[src/inc/eeprom_pkg.sv]
package eeprom_pkg;
  // ==========================================================================
  // Array geometry
  localparam int          ADDR_W        = 8;
  localparam int          DEPTH         = 256;
  localparam logic [7:0]  PROT_BASE     = 8'h80;  // Upper half is read-only
  localparam logic [7:0]  ID48_FIRST    = 8'hFA;
  localparam logic [7:0]  ID64_FIRST    = 8'hF8;
  localparam logic [7:0]  ID_LAST       = 8'hFF;
  localparam logic [15:0] ID_RSV_A      = 16'hFFFE;
  localparam logic [15:0] ID_RSV_B      = 16'hFFFF;
  // ==========================================================================
  // Control byte fields
  localparam logic [3:0]  TYPE_CODE     = 4'b1010;
  localparam int          TYPE_MSB      = 7;
  localparam int          CS_MSB        = 3;
  localparam int          CS_LSB        = 1;
  localparam int          RW_BIT        = 0;
  // ==========================================================================
  // Timing
  localparam int          CLK_MHZ       = 40;
  localparam int          GLITCH_NS     = 50;
  localparam int          GLITCH_CYC    = (GLITCH_NS * CLK_MHZ) / 1000 < 1 ? 1 : (GLITCH_NS * CLK_MHZ) / 1000;
  localparam int          WRITE_US      = 3000;
  localparam int          WRITE_CYC     = WRITE_US * CLK_MHZ;
  // ==========================================================================
  // Carriers
  typedef struct packed {
    logic [ADDR_W-1:0] addr;
    logic [7:0]        data;
  } wr_req_t;
endpackage

[src/eeprom_mem.sv]
`timescale 1ns/100ps
// ============================================================================
// Byte array with registered read data and a factory identity image
module eeprom_mem
  import eeprom_pkg::*;
#(
  parameter bit          ID_IS_64 = 1'b0,
  parameter logic [63:0] ID_VALUE = 64'h0000_0000_0000_0000  // Arbitrary identity
) (
  input  wire logic              clk_sys,
  input  wire logic              we,
  input  wire wr_req_t           wr,
  input  wire logic [ADDR_W-1:0] raddr,
  output logic [7:0]             rdata
);
  logic [7:0] mem [DEPTH];
  logic [7:0] id_byte;
  logic       id_hit;

  // Identity overlays the top bytes; the array itself never holds it
  always_comb begin
    id_hit  = ID_IS_64 ? (raddr >= ID64_FIRST) : (raddr >= ID48_FIRST);
    id_byte = ID_VALUE[8*(7 - (raddr - ID64_FIRST)) +: 8];
    if (!ID_IS_64) begin
      id_byte = ID_VALUE[8*(5 - (raddr - ID48_FIRST)) +: 8];
    end
  end

  // Write port
  always_ff @(posedge clk_sys) begin
    if (we) begin
      mem[wr.addr] <= wr.data;
    end
  end

  // Registered read port
  always_ff @(posedge clk_sys) begin
    rdata <= id_hit ? id_byte : mem[raddr];
  end

  // Reserved extension prefixes are never stored
  id_rsv_a : assert property (@(posedge clk_sys) ID_IS_64 |-> (ID_VALUE[39:24] != ID_RSV_A && ID_VALUE[39:24] != ID_RSV_B))
    else $error("Identity uses a reserved extension prefix");
endmodule

[src/eeprom_node.sv]
`timescale 1ns/100ps
// Behaviour
// - No acknowledge to control bytes while the internal write cycle runs.
// - Read uses control byte with direction bit set; three read kinds supported.
// - Address counter holds last accessed location plus one.
// - Read control byte acknowledged, then one byte shifted out until not acknowledged.
// - Random read loads the pointer from the word address without writing.
// - Controller acknowledge after a read byte sends the next byte.
// - Pointer increments by one after every byte operation.
// - Low supply blocks all erase and program activity.
// - Clock and data inputs are glitch filtered.
// - Upper half cannot be written; its top bytes hold a fixed identity.
// - 48-bit identity sits in six top bytes.
// - 64-bit identity sits in eight top bytes.
// - 64-bit extension never starts with the two reserved values.
// - Respond only to control bytes carrying the device-type code.
// - Writes to the upper range are ignored; reads proceed.
// - After no acknowledge the data line is released high.
// - Chip-select bits must match the select pins when enabled.
module eeprom_node
  import eeprom_pkg::*;
#(
  parameter bit          ID_IS_64   = 1'b0,
  parameter bit          HAS_CS     = 1'b0,
  parameter int          WRITE_CNT  = WRITE_CYC,
  parameter logic [63:0] ID_VALUE   = 64'h0000_0000_0000_0000  // Arbitrary identity
) (
  input  wire logic clk_sys,
  input  wire logic rst_n,
  input  wire logic scl_in,
  input  wire logic sda_in,
  output logic      sda_out,
  output logic      sda_oe,
  input  wire logic chip_select_bit2,
  input  wire logic chip_select_bit1,
  input  wire logic chip_select_bit0,
  input  wire logic supply_low,
  output logic      write_busy
);
  typedef enum logic [2:0] {S_IDLE, S_CTRL, S_WADDR, S_WDATA, S_READ, S_RACK, S_IGNORE} state_t;

  state_t            state_q;
  logic [3:0]        bit_q;
  logic [7:0]        shift_q;
  logic [ADDR_W-1:0] ptr_q;
  logic              ack_q;
  logic              scl_f_q, sda_f_q, scl_p_q, sda_p_q;
  logic [7:0]        scl_cnt_q, sda_cnt_q;
  logic [7:0]        rdata;
  logic              wr_seen_q;
  logic              start_ev, stop_ev, rise_ev, fall_ev;
  logic              cs_ok, ctl_ok;
  logic [31:0]       wt_cnt_q;
  // Two-entry buffer of pending writes
  wr_req_t           buf_q [2];
  logic [1:0]        buf_n_q;
  logic              buf_in_v, buf_in_r, buf_out_v, buf_out_r;
  logic              mem_we;

  // ==========================================================================
  // Input filtering
  // A level must persist GLITCH_CYC cycles before it is accepted, so spikes vanish
  always_ff @(posedge clk_sys or negedge rst_n) begin
    if (!rst_n) begin
      scl_f_q   <= 1'b1;
      sda_f_q   <= 1'b1;
      scl_cnt_q <= 8'h00;
      sda_cnt_q <= 8'h00;
    end else begin
      scl_cnt_q <= (scl_in == scl_f_q) ? 8'h00 : scl_cnt_q + 8'h01;
      sda_cnt_q <= (sda_in == sda_f_q) ? 8'h00 : sda_cnt_q + 8'h01;
      if (scl_in != scl_f_q && scl_cnt_q >= 8'(GLITCH_CYC - 1)) begin
        scl_f_q   <= scl_in;
        scl_cnt_q <= 8'h00;
      end
      if (sda_in != sda_f_q && sda_cnt_q >= 8'(GLITCH_CYC - 1)) begin
        sda_f_q   <= sda_in;
        sda_cnt_q <= 8'h00;
      end
    end
  end

  // Previous filtered levels for edge and condition detection
  always_ff @(posedge clk_sys or negedge rst_n) begin
    if (!rst_n) begin
      scl_p_q <= 1'b1;
      sda_p_q <= 1'b1;
    end else begin
      scl_p_q <= scl_f_q;
      sda_p_q <= sda_f_q;
    end
  end

  assign start_ev = scl_f_q && scl_p_q && sda_p_q && !sda_f_q;
  assign stop_ev  = scl_f_q && scl_p_q && !sda_p_q && sda_f_q;
  assign rise_ev  = scl_f_q && !scl_p_q;
  assign fall_ev  = !scl_f_q && scl_p_q;

  // ==========================================================================
  // Control byte decode
  always_comb begin
    cs_ok  = !HAS_CS || (shift_q[CS_MSB:CS_LSB] == {chip_select_bit2, chip_select_bit1, chip_select_bit0});
    ctl_ok = (shift_q[TYPE_MSB -: 4] == TYPE_CODE) && cs_ok && !write_busy;
  end

  // ==========================================================================
  // Bus protocol
  // Received bits counted on rising clock, sent bits on falling clock; ninth clock is the acknowledge slot
  always_ff @(posedge clk_sys or negedge rst_n) begin
    if (!rst_n) begin
      state_q <= S_IDLE;
      bit_q   <= 4'h0;
      shift_q <= 8'h00;
      ack_q   <= 1'b0;
    end else if (start_ev) begin
      state_q <= S_CTRL;  // Repeated start also ends a write phase: pointer kept
      bit_q   <= 4'h0;
      ack_q   <= 1'b0;
    end else if (stop_ev) begin
      state_q <= S_IDLE;
      ack_q   <= 1'b0;
    end else begin
      case (state_q)
        S_CTRL, S_WADDR, S_WDATA: begin
          if (rise_ev && bit_q < 4'd8) begin
            shift_q <= {shift_q[6:0], sda_f_q};
            bit_q   <= bit_q + 4'h1;
          end
          if (fall_ev && bit_q == 4'd8) begin
            // Drive acknowledge through the ninth clock
            ack_q <= (state_q != S_CTRL) || ctl_ok;
            bit_q <= 4'd9;
            if (state_q == S_CTRL && !ctl_ok) begin
              state_q <= S_IGNORE;
            end
          end
          if (fall_ev && bit_q == 4'd9) begin
            ack_q <= 1'b0;
            bit_q <= 4'h0;
            if (state_q == S_CTRL) begin
              state_q <= shift_q[RW_BIT] ? S_READ : S_WADDR;
            end else if (state_q == S_WADDR) begin
              state_q <= S_WDATA;
            end
          end
        end
        S_READ: begin
          if (fall_ev) begin
            bit_q <= bit_q + 4'h1;
            if (bit_q == 4'd7) begin
              state_q <= S_RACK;
              bit_q   <= 4'h0;
            end
          end
        end
        S_RACK: begin
          // Controller acknowledge keeps the stream going
          // Decide on the rise, but start the next byte only after the fall so its first bit is not lost
          if (rise_ev) begin
            if (sda_f_q) begin
              state_q <= S_IGNORE;
            end else begin
              bit_q <= 4'h1;  // Acknowledge seen, wait for the clock to fall
            end
          end
          if (fall_ev && bit_q == 4'h1) begin
            state_q <= S_READ;
            bit_q   <= 4'h0;
          end
        end
        S_IDLE, S_IGNORE: begin
          bit_q <= 4'h0;
        end
        default: state_q <= S_IDLE;
      endcase
    end
  end

  // ==========================================================================
  // Address pointer
  // Advances after every data byte in both directions and wraps by width
  always_ff @(posedge clk_sys or negedge rst_n) begin
    if (!rst_n) begin
      ptr_q <= '0;
    end else if (!start_ev && !stop_ev) begin
      if (state_q == S_WADDR && fall_ev && bit_q == 4'd8) begin
        ptr_q <= shift_q;
      end else if (state_q == S_WDATA && fall_ev && bit_q == 4'd8) begin
        ptr_q <= ptr_q + 1'b1;
      end else if (state_q == S_RACK && rise_ev) begin
        ptr_q <= ptr_q + 1'b1;
      end
    end
  end

  // ==========================================================================
  // Write queue
  // Received bytes below PROT_BASE queue here; the array port may refuse while supply is low
  assign buf_in_v  = state_q == S_WDATA && fall_ev && bit_q == 4'd8 && !start_ev && !stop_ev
                     && ptr_q < PROT_BASE;
  assign buf_in_r  = buf_n_q != 2'd2;
  assign buf_out_v = buf_n_q != 2'd0;
  assign buf_out_r = !supply_low;
  assign mem_we    = buf_out_v && buf_out_r;

  always_ff @(posedge clk_sys or negedge rst_n) begin
    if (!rst_n) begin
      buf_n_q  <= 2'd0;
      buf_q[0] <= '0;
      buf_q[1] <= '0;
    end else begin
      if (mem_we) begin
        buf_q[0] <= buf_q[1];
      end
      if (buf_in_v && buf_in_r) begin
        buf_q[(mem_we ? buf_n_q - 2'd1 : buf_n_q) == 2'd0 ? 0 : 1] <= '{addr: ptr_q, data: shift_q};
      end
      buf_n_q <= buf_n_q + 2'(buf_in_v && buf_in_r) - 2'(mem_we);
    end
  end

  // Remembers that this transaction queued a byte; the queue may already be drained at Stop
  always_ff @(posedge clk_sys or negedge rst_n) begin
    if (!rst_n) begin
      wr_seen_q <= 1'b0;
    end else if (buf_in_v && buf_in_r) begin
      wr_seen_q <= 1'b1;
    end else if (start_ev || stop_ev) begin
      wr_seen_q <= 1'b0;
    end
  end

  // Self-timed write cycle begins at Stop after data was taken
  always_ff @(posedge clk_sys or negedge rst_n) begin
    if (!rst_n) begin
      wt_cnt_q <= '0;
    end else if (stop_ev && state_q == S_WDATA && wr_seen_q) begin
      wt_cnt_q <= 32'(WRITE_CNT);
    end else if (wt_cnt_q != 0 && !supply_low) begin
      wt_cnt_q <= wt_cnt_q - 32'd1;
    end
  end
  assign write_busy = wt_cnt_q != 0;

  eeprom_mem #(
    .ID_IS_64 (ID_IS_64),
    .ID_VALUE (ID_VALUE)
  ) u_mem (
    .clk_sys (clk_sys),
    .we      (mem_we),
    .wr      (buf_q[0]),
    .raddr   (ptr_q),
    .rdata   (rdata)
  );

  // ==========================================================================
  // Data line drive; only ever pulls low, released means high
  always_ff @(posedge clk_sys or negedge rst_n) begin
    if (!rst_n) begin
      sda_oe <= 1'b0;
    end else begin
      sda_oe <= ack_q || (state_q == S_READ && !rdata[3'd7 - bit_q[2:0]]);
    end
  end
  assign sda_out = 1'b0;

  // ==========================================================================
  // Checks
  busy_no_ack_a : assert property (@(posedge clk_sys) disable iff (!rst_n)
    (state_q == S_CTRL && fall_ev && bit_q == 4'd8 && write_busy && !start_ev && !stop_ev) |=> !ack_q)
    else $error("Acknowledged during write cycle");
  prot_write_a : assert property (@(posedge clk_sys) disable iff (!rst_n)
    buf_in_v |-> ptr_q < PROT_BASE)
    else $error("Write queued to protected range");
  low_supply_a : assert property (@(posedge clk_sys) disable iff (!rst_n)
    supply_low |-> !mem_we)
    else $error("Array written under low supply");
  ptr_step_a : assert property (@(posedge clk_sys) disable iff (!rst_n)
    (state_q == S_RACK && rise_ev && !start_ev && !stop_ev) |=> ptr_q == $past(ptr_q) + 8'h01)
    else $error("Pointer did not advance");
  nack_release_a : assert property (@(posedge clk_sys) disable iff (!rst_n)
    (state_q == S_IGNORE) |=> !sda_oe)
    else $error("Data line held after no acknowledge");
  bad_type_a : assert property (@(posedge clk_sys) disable iff (!rst_n)
    (state_q == S_CTRL && fall_ev && bit_q == 4'd8 && shift_q[7:4] != TYPE_CODE && !start_ev && !stop_ev)
    |=> state_q == S_IGNORE)
    else $error("Foreign control byte accepted");
  cs_mismatch_a : assert property (@(posedge clk_sys) disable iff (!rst_n)
    (state_q == S_CTRL && fall_ev && bit_q == 4'd8 && HAS_CS && !start_ev && !stop_ev
     && shift_q[CS_MSB:CS_LSB] != {chip_select_bit2, chip_select_bit1, chip_select_bit0}) |=> state_q == S_IGNORE)
    else $error("Control byte for another select address accepted");
  write_start_a : assert property (@(posedge clk_sys) disable iff (!rst_n)
    (stop_ev && state_q == S_WDATA && wr_seen_q) |=> write_busy)
    else $error("Write cycle did not start at Stop");
  ptr_wrap_a : assert property (@(posedge clk_sys) disable iff (!rst_n)
    (state_q == S_RACK && rise_ev && ptr_q == ID_LAST && !start_ev && !stop_ev) |=> ptr_q == '0)
    else $error("Pointer did not wrap to zero");
  // Filter is two cycles deep: a new level must have stood on the pin for both previous samples
  scl_filter_a : assert property (@(posedge clk_sys) disable iff (!rst_n)
    $changed(scl_f_q) |-> ($past(scl_in) == scl_f_q && $past(scl_in, 2) == scl_f_q))
    else $error("Clock filter passed a short pulse");
endmodule

[config.mk]
export PLATFORM = sky130hd
export DESIGN_NAME = eeprom_node
export DESIGN_NICKNAME = d
export VERILOG_FILES = /design/src/inc/eeprom_pkg.sv /design/src/eeprom_mem.sv /design/src/eeprom_node.sv
export SDC_FILE = /design/constraint.sdc
export NUM_CORES = 2
export LEC_CHECK = 0
export BUFFER_PORTS_ARGS = -buffer_cell sky130_fd_sc_hd__buf_2
export CAP_MARGIN = 20
export CORE_MARGIN = 2
export CORE_UTILIZATION = 50
export CTS_CLUSTER_SIZE = 25
export DETAILED_ROUTE_END_ITERATION = 12
export GPL_ROUTABILITY_DRIVEN = 0
export PLACE_DENSITY = 0.73
export SYNTH_ARGS = -nofsm -noshare
export SYNTH_HDL_FRONTEND = slang
export SYNTH_SLANG_ARGS = --single-unit
export TNS_END_PERCENT = 5
[constraint.sdc]
create_clock -name clk_sys -period 11.95 [get_ports clk_sys]
set_input_delay 1.7925 -clock clk_sys [delete_from_list [all_inputs] [get_ports clk_sys]]
set_output_delay 1.7925 -clock clk_sys [all_outputs]
set_load 0.005 [all_outputs]
Yosys cells after proc, flatten, opt, wreduce, memory -nomap -nowiden
Memory sizes are Yosys's and may differ from the RTL's.
Cells that the tools add are included.
{"block": "totals", "register_bits": 120, "latch_bits": 0, "mem_bits_rw": 2048, "rom_bits": 0, "input_bits": 8, "output_inout_bits": 3, "n_memories": 1}
{"block": "classes", "add_sub_neg": 11, "multipliers": 0, "div": 0, "n_lt_le_gt_ge": 8, "eq_ne": 27, "n_shift": 1, "muxes": 53, "n_bitwise": 3, "reduce_logical": 61}
{"name": "u_mem.mem", "depth": 256, "width": 8, "rd": 1, "rd_ports_with_merged_regs": 0, "wr": 1, "line_no": "eeprom_mem.sv:16", "source": "logic [7:0] mem [DEPTH];"}
{"operator": "$mux W32", "count": 3}
{"operator": "$mux W8", "count": 8}
{"operator": "$shiftx A64 B33 Y8 const A", "count": 1}
{"operator": "$mux W4", "count": 10}
{"operator": "$mux W3", "count": 13}
{"operator": "$bwmux W32", "count": 1}
{"operator": "$ge A32 B2 Y1 const B", "count": 1}
{"operator": "$lt A32 B1 Y1 const B", "count": 1}
{"operator": "$mux W16", "count": 2}
{"operator": "$not A1 Y32", "count": 1}
{"operator": "$reduce_bool A32 Y1", "count": 1}
{"operator": "$sub A32 B1 Y32 const B", "count": 1}
{"operator": "$logic_and A1 B1 Y1", "count": 31}
{"operator": "$sub A3 B29 Y29 const A", "count": 1}
{"operator": "$add A8 B1 Y8 const B", "count": 3}
{"operator": "$demux W16 S1", "count": 1}
{"operator": "$ge A8 B1 Y1 const B", "count": 2}
{"operator": "$ne A4 B4 Y1 const B", "count": 4}
{"operator": "$pmux W4 S4", "count": 1}
{"operator": "$ne A5 B5 Y1 const B", "count": 3}
{"operator": "$eq A4 B4 Y1 const B", "count": 3}
{"operator": "$pmux W3 S4", "count": 1}
{"operator": "$mux W1", "count": 11}
{"operator": "$logic_not A1 Y1", "count": 10}
{"operator": "other kinds (36)", "count": 50}

Logic depth before layout (Yosys ltp)
{"block": "depth", "ltp_word": 13, "ltp_mapped": 12, "depth_no_buf": 9}

Modules after synthesis
A second synthesis with hierarchy kept.
{"block": "unflattened", "hier_cells": 4286, "hier_area_um2": 85421.9}
{"module": "eeprom_mem", "instances": 1, "cells_per_inst": 3750, "area_each_um2": 79790.3}
{"module": "eeprom_node", "instances": 1, "cells_per_inst": 536, "area_each_um2": 5631.7}

Worst setup path after synthesis
Ideal clock, no wire load.
{"block": "synth_path", "path_type": "register -> register", "from": "reg buf_q[16] (netlist bit)", "to": "mem u_mem.mem[0][0] (data pin)", "setup_time_ns": 0.803, "arrival_time_ns": 3.183, "slack_ns": 7.964, "stages_incl_launch_ff": 1, "path_buffers": 0, "period_less_slack_ns": 3.986, "cell_sequence": "dfrtp_1"}
{"element": "from (decl)", "line_no": "eeprom_node.sv:55", "source": "wr_req_t buf_q [2];"}
{"element": "from (signal, indexed assignment)", "line_no": "eeprom_node.sv:216", "source": "buf_q[(mem_we ? buf_n_q - 2'd1 : buf_n_q) == 2'd0 ? 0 : 1] <= '{addr: ptr_q, data: shift_q};"}
{"element": "to (decl)", "line_no": "eeprom_mem.sv:16"}
No word-level cell before the write port.

Worst setup path after layout
{"block": "layout_path", "from": "reg ptr_q[0]", "to": "reg u_mem.rdata[1]"}
{"block": "layout_between", "elab_chain_len": 4, "elab_cells_between_ends": 6}
{"element": "from (decl)", "line_no": "eeprom_node.sv:45", "source": "logic [ADDR_W-1:0] ptr_q;"}
{"element": "from (signal assigned)", "line_no": "eeprom_node.sv:187", "source": "ptr_q <= shift_q;"}
{"element": "from (signal assigned)", "line_no": "eeprom_node.sv:189", "source": "ptr_q <= ptr_q + 1'b1;"}
{"element": "from (signal assigned)", "line_no": "eeprom_node.sv:191", "source": "ptr_q <= ptr_q + 1'b1;"}
{"element": "$sub A8 B8 Y9", "line_no": "eeprom_mem.sv:25", "source": "id_byte = ID_VALUE[8*(5 - (raddr - ID48_FIRST)) +: 8];"}
{"element": "$sub A3 B29 Y29", "line_no": "eeprom_mem.sv:25"}
{"element": "$shiftx A64 B33 Y8", "line_no": "eeprom_mem.sv:25"}
{"element": "$mux W8 *", "line_no": "eeprom_mem.sv:38", "source": "rdata <= id_hit ? id_byte : mem[raddr];"}
{"element": "to (signal assigned)", "line_no": "eeprom_mem.sv:38"}
{"element": "to (decl)", "line_no": "eeprom_mem.sv:14", "source": "output logic [7:0] rdata"}
Every way passes the cells marked *; elsewhere a longest branch is shown, timed or not.
A chain may end at the register's enable or synchronous reset.

==> flow_metrics.tcl <==
set metrics [dict create \
    status "complete, but fails checks" \
    violations "slew limit" \
    die_x_um 417 \
    peakVddDrop_mv 0.147 \
    ys_seq_area_frac 0.755 \
    place_hpwl_um 130000 \
    holdBufCountCts 0 \
    synth_top_cell_by_area "edfxtp_1" \
    yosysTopAreaCellShare 0.720 \
    ys_seq_elements 2168 \
    numCtsBuffers 201 \
    htree_levels 4 \
    die-area_mm2 0.174 \
    numPortBuffers 6 \
    synth_cell_types 73 \
    setup_tns_ns 0 \
    clk_pin_slew_ns 0.06 \
    arrival_ns 6.13 \
    ant_nets 0 \
    crit_required_ns 12.67 \
    start_util 0.504 \
    synth-edff-count 2048 \
    slowest_delay_ns 0.93 \
    crit_start "ptr_q[0]" \
    worstSetupEndpointType "register" \
    grt_use_total 0.252 \
    critPathSlowestCell "dfrtp_4" \
    p_leak_uw 0.0275 \
    wl_per_cell_um 31.7 \
    num_vias 45500 \
    drt_iter0_markers 7140 \
    hold_depth 0 \
    totalPowerFinal_uw 14900 \
    crit_path_frequent_cell "buf_4" \
    hold_viol_final 0 \
    ioPinCount 11 \
    crit_fanout 40 \
    grt_pass1_vias 43700 \
    syn_to_final_growth_pct 10.8 \
    slew_headroom -0.0470 \
    cts_buffer_depth 3 \
    grt_overflow 0 \
    dr.pass1.iters 6 \
    rr_worst_depth 10 \
    drc 0 \
    antenna_found_initial 11 \
    vias_per_cell 6.55 \
    fin_nets 4567 \
    fp-row-count 151 \
    finalInstanceArea_mm2 0.0946 \
    holdCritStartpoint "scl_f_q" \
    grt_pass1_wl_um 315000 \
    clock_latency_ns 0.85 \
    worst-path-stages 10 \
    die_h_um 417 \
    cts_sinks 2168 \
    synthCells 4497 \
    cts_resized 0 \
    hp-class "register to register" \
    post-route-period-util 0.453 \
    coreArea_mm2 0.169 \
    fmax_ghz 0.185 \
    syn_area_per_cell_um2 19.0 \
    synth_area_leaders "edfxtp_1 (72%), mux4_2 (10%), mux2i_1 (3.4%), dfrtp_1 (3.2%), nor2_1 (1.6%)" \
    worst-setup-path-type "register to register" \
    cts_setup_buffers 0 \
    power_density_mw_per_mm2 158 \
    crit_chain "buf_4 -> buf_4 -> nor2b_4 -> buf_4 -> a22oi_1 -> and3_1 -> nor3_1 -> a21oi_1 -> a21oi_1 -> o32ai_1" \
    grt_max_degree 218 \
    final_layout_size_suffix_gt1_frac 0.185 \
    finalCriticalPeriod_ns 5.41 \
    drv_slew 86 \
    cts_tree "yes" \
    synth_area_mm2 0.0854 \
    setup-violations-final 0 \
    timing.rr.start "ptr_q[0]" \
    clock_skew_ns 0.0343 \
    cp_num_buf_inv 3 \
    yosys_warnings 0 \
    rsz0062_at_grt "false" \
    dpl_cell_area_mm2 0.0879 \
    worst_pin_slew_ns 1.57 \
    cp_top_family "buffers and inverters" \
    ys.flop_type "edfxtp_1" \
    clockRootBuffer "clkbuf_16" \
    maxCapViolations 0 \
    wl_um 220000 \
    synthArstFlopShare 0.0517 \
    cp-start-kind "register" \
]
-- power breakdown --
part | total [µW] | switching, µW | internal, µW
Clock | 6390 | 2790 | 3600
Sequential | 8300 | 68.1 | 8230
Combinational | 250 | 155 | 95.1
Total | 14900 | 3010 | 11900
-- routing by layer --
| metal | GRT usage | routed length [µm] |
|---|---|---|
| met1 | 0.353 | 82000 |
| met3 | 0.0686 | 27800 |
| met5 | 0 | 94 |
| met4 | 0.0986 | 9100 |
| met2 | 0.380 | 101000 |
-- placed cells by master (no fill, tap or decap), types with 36 or more instances in the layout --
master     instances
dfrtp_1           95
nand2_1          127
nor3_1            52
buf_4             80
mux4_2           395
o21ai_0           88
clkbuf_1          59
nand3_1           52
nor2_1           355
mux2_2            41
edfxtp_1        2048
clkbuf_16        203
a22oi_1           98
mux2i_1          287
o221ai_1          36
a21oi_1           93
o22ai_1           49
-- state kept, by name, summed over array words and instances (netlist names), 2 cells and up, named ones only --
register	cells
u_mem.mem	2048
wt_cnt_q	32
buf_q	16
ptr_q	8
scl_cnt_q	8
sda_cnt_q	8
shift_q	8
u_mem.rdata	8
bit_q	4
state_q	3
buf_n_q	2
-- cells by family after synthesis --
group	Yosys count	share of synthesized area
compound gates	500	0.0394
xor+xnor	33	0.00339
fa+ha+maj	16	0.00232
buf+inv	290	0.0151
flops	2168	0.755
mux	723	0.143
other cells	1	0.0000439
simple gates	766	0.0413
-- through the flow --
step	hold slack (ns)	setup WS (ns)	std cells	util
after floorplan	0.353	7.96	4507	-
final	0.419	6.54	6945	0.558
after global placement	0.403	6.84	6551	0.519
after detailed placement	0.411	6.79	6552	0.519
after CTS	0.418	6.78	6930	0.557
after global routing	0.434	6.54	6937	0.558
-- cell usage after synthesis, types with 23 or more instances --
master / n
edfxtp_1: 2048
mux2i_1: 287
o22ai_1: 49
nand2b_1: 23
a22oi_1: 98
mux2_2: 41
nand3_1: 57
mux4_2: 395
a21oi_1: 93
nor2b_1: 37
o221ai_1: 36
clkbuf_1: 126
buf_2: 99
o21ai_0: 88
dfrtp_1: 108
nor3_1: 52
nand2_1: 127
nor2_1: 360
-- path summary, 6_finish.rpt --
check	slack [ns]	to
max	6.54	u_mem.rdata[1]
min	0.42	scl_p_q
max reg2reg	6.54	u_mem.rdata[1]
min reg2reg	0.42	scl_p_q
max in group asynchronous	9.61	buf_q[16]
min in group asynchronous	1.02	sda_cnt_q[0]
-- layout make-up --
type	count	area [µm²]
fillers	12300	74900
flip-flops and latches	2168	64500
multi-input cells	2049	19700
clock buffers	273	5450
well taps	2218	2780
clock inverters	105	1080
repair buffers	101	926
inverters	23	86.3
diodes	8	20.0
(Power assumes the default switching activity.)
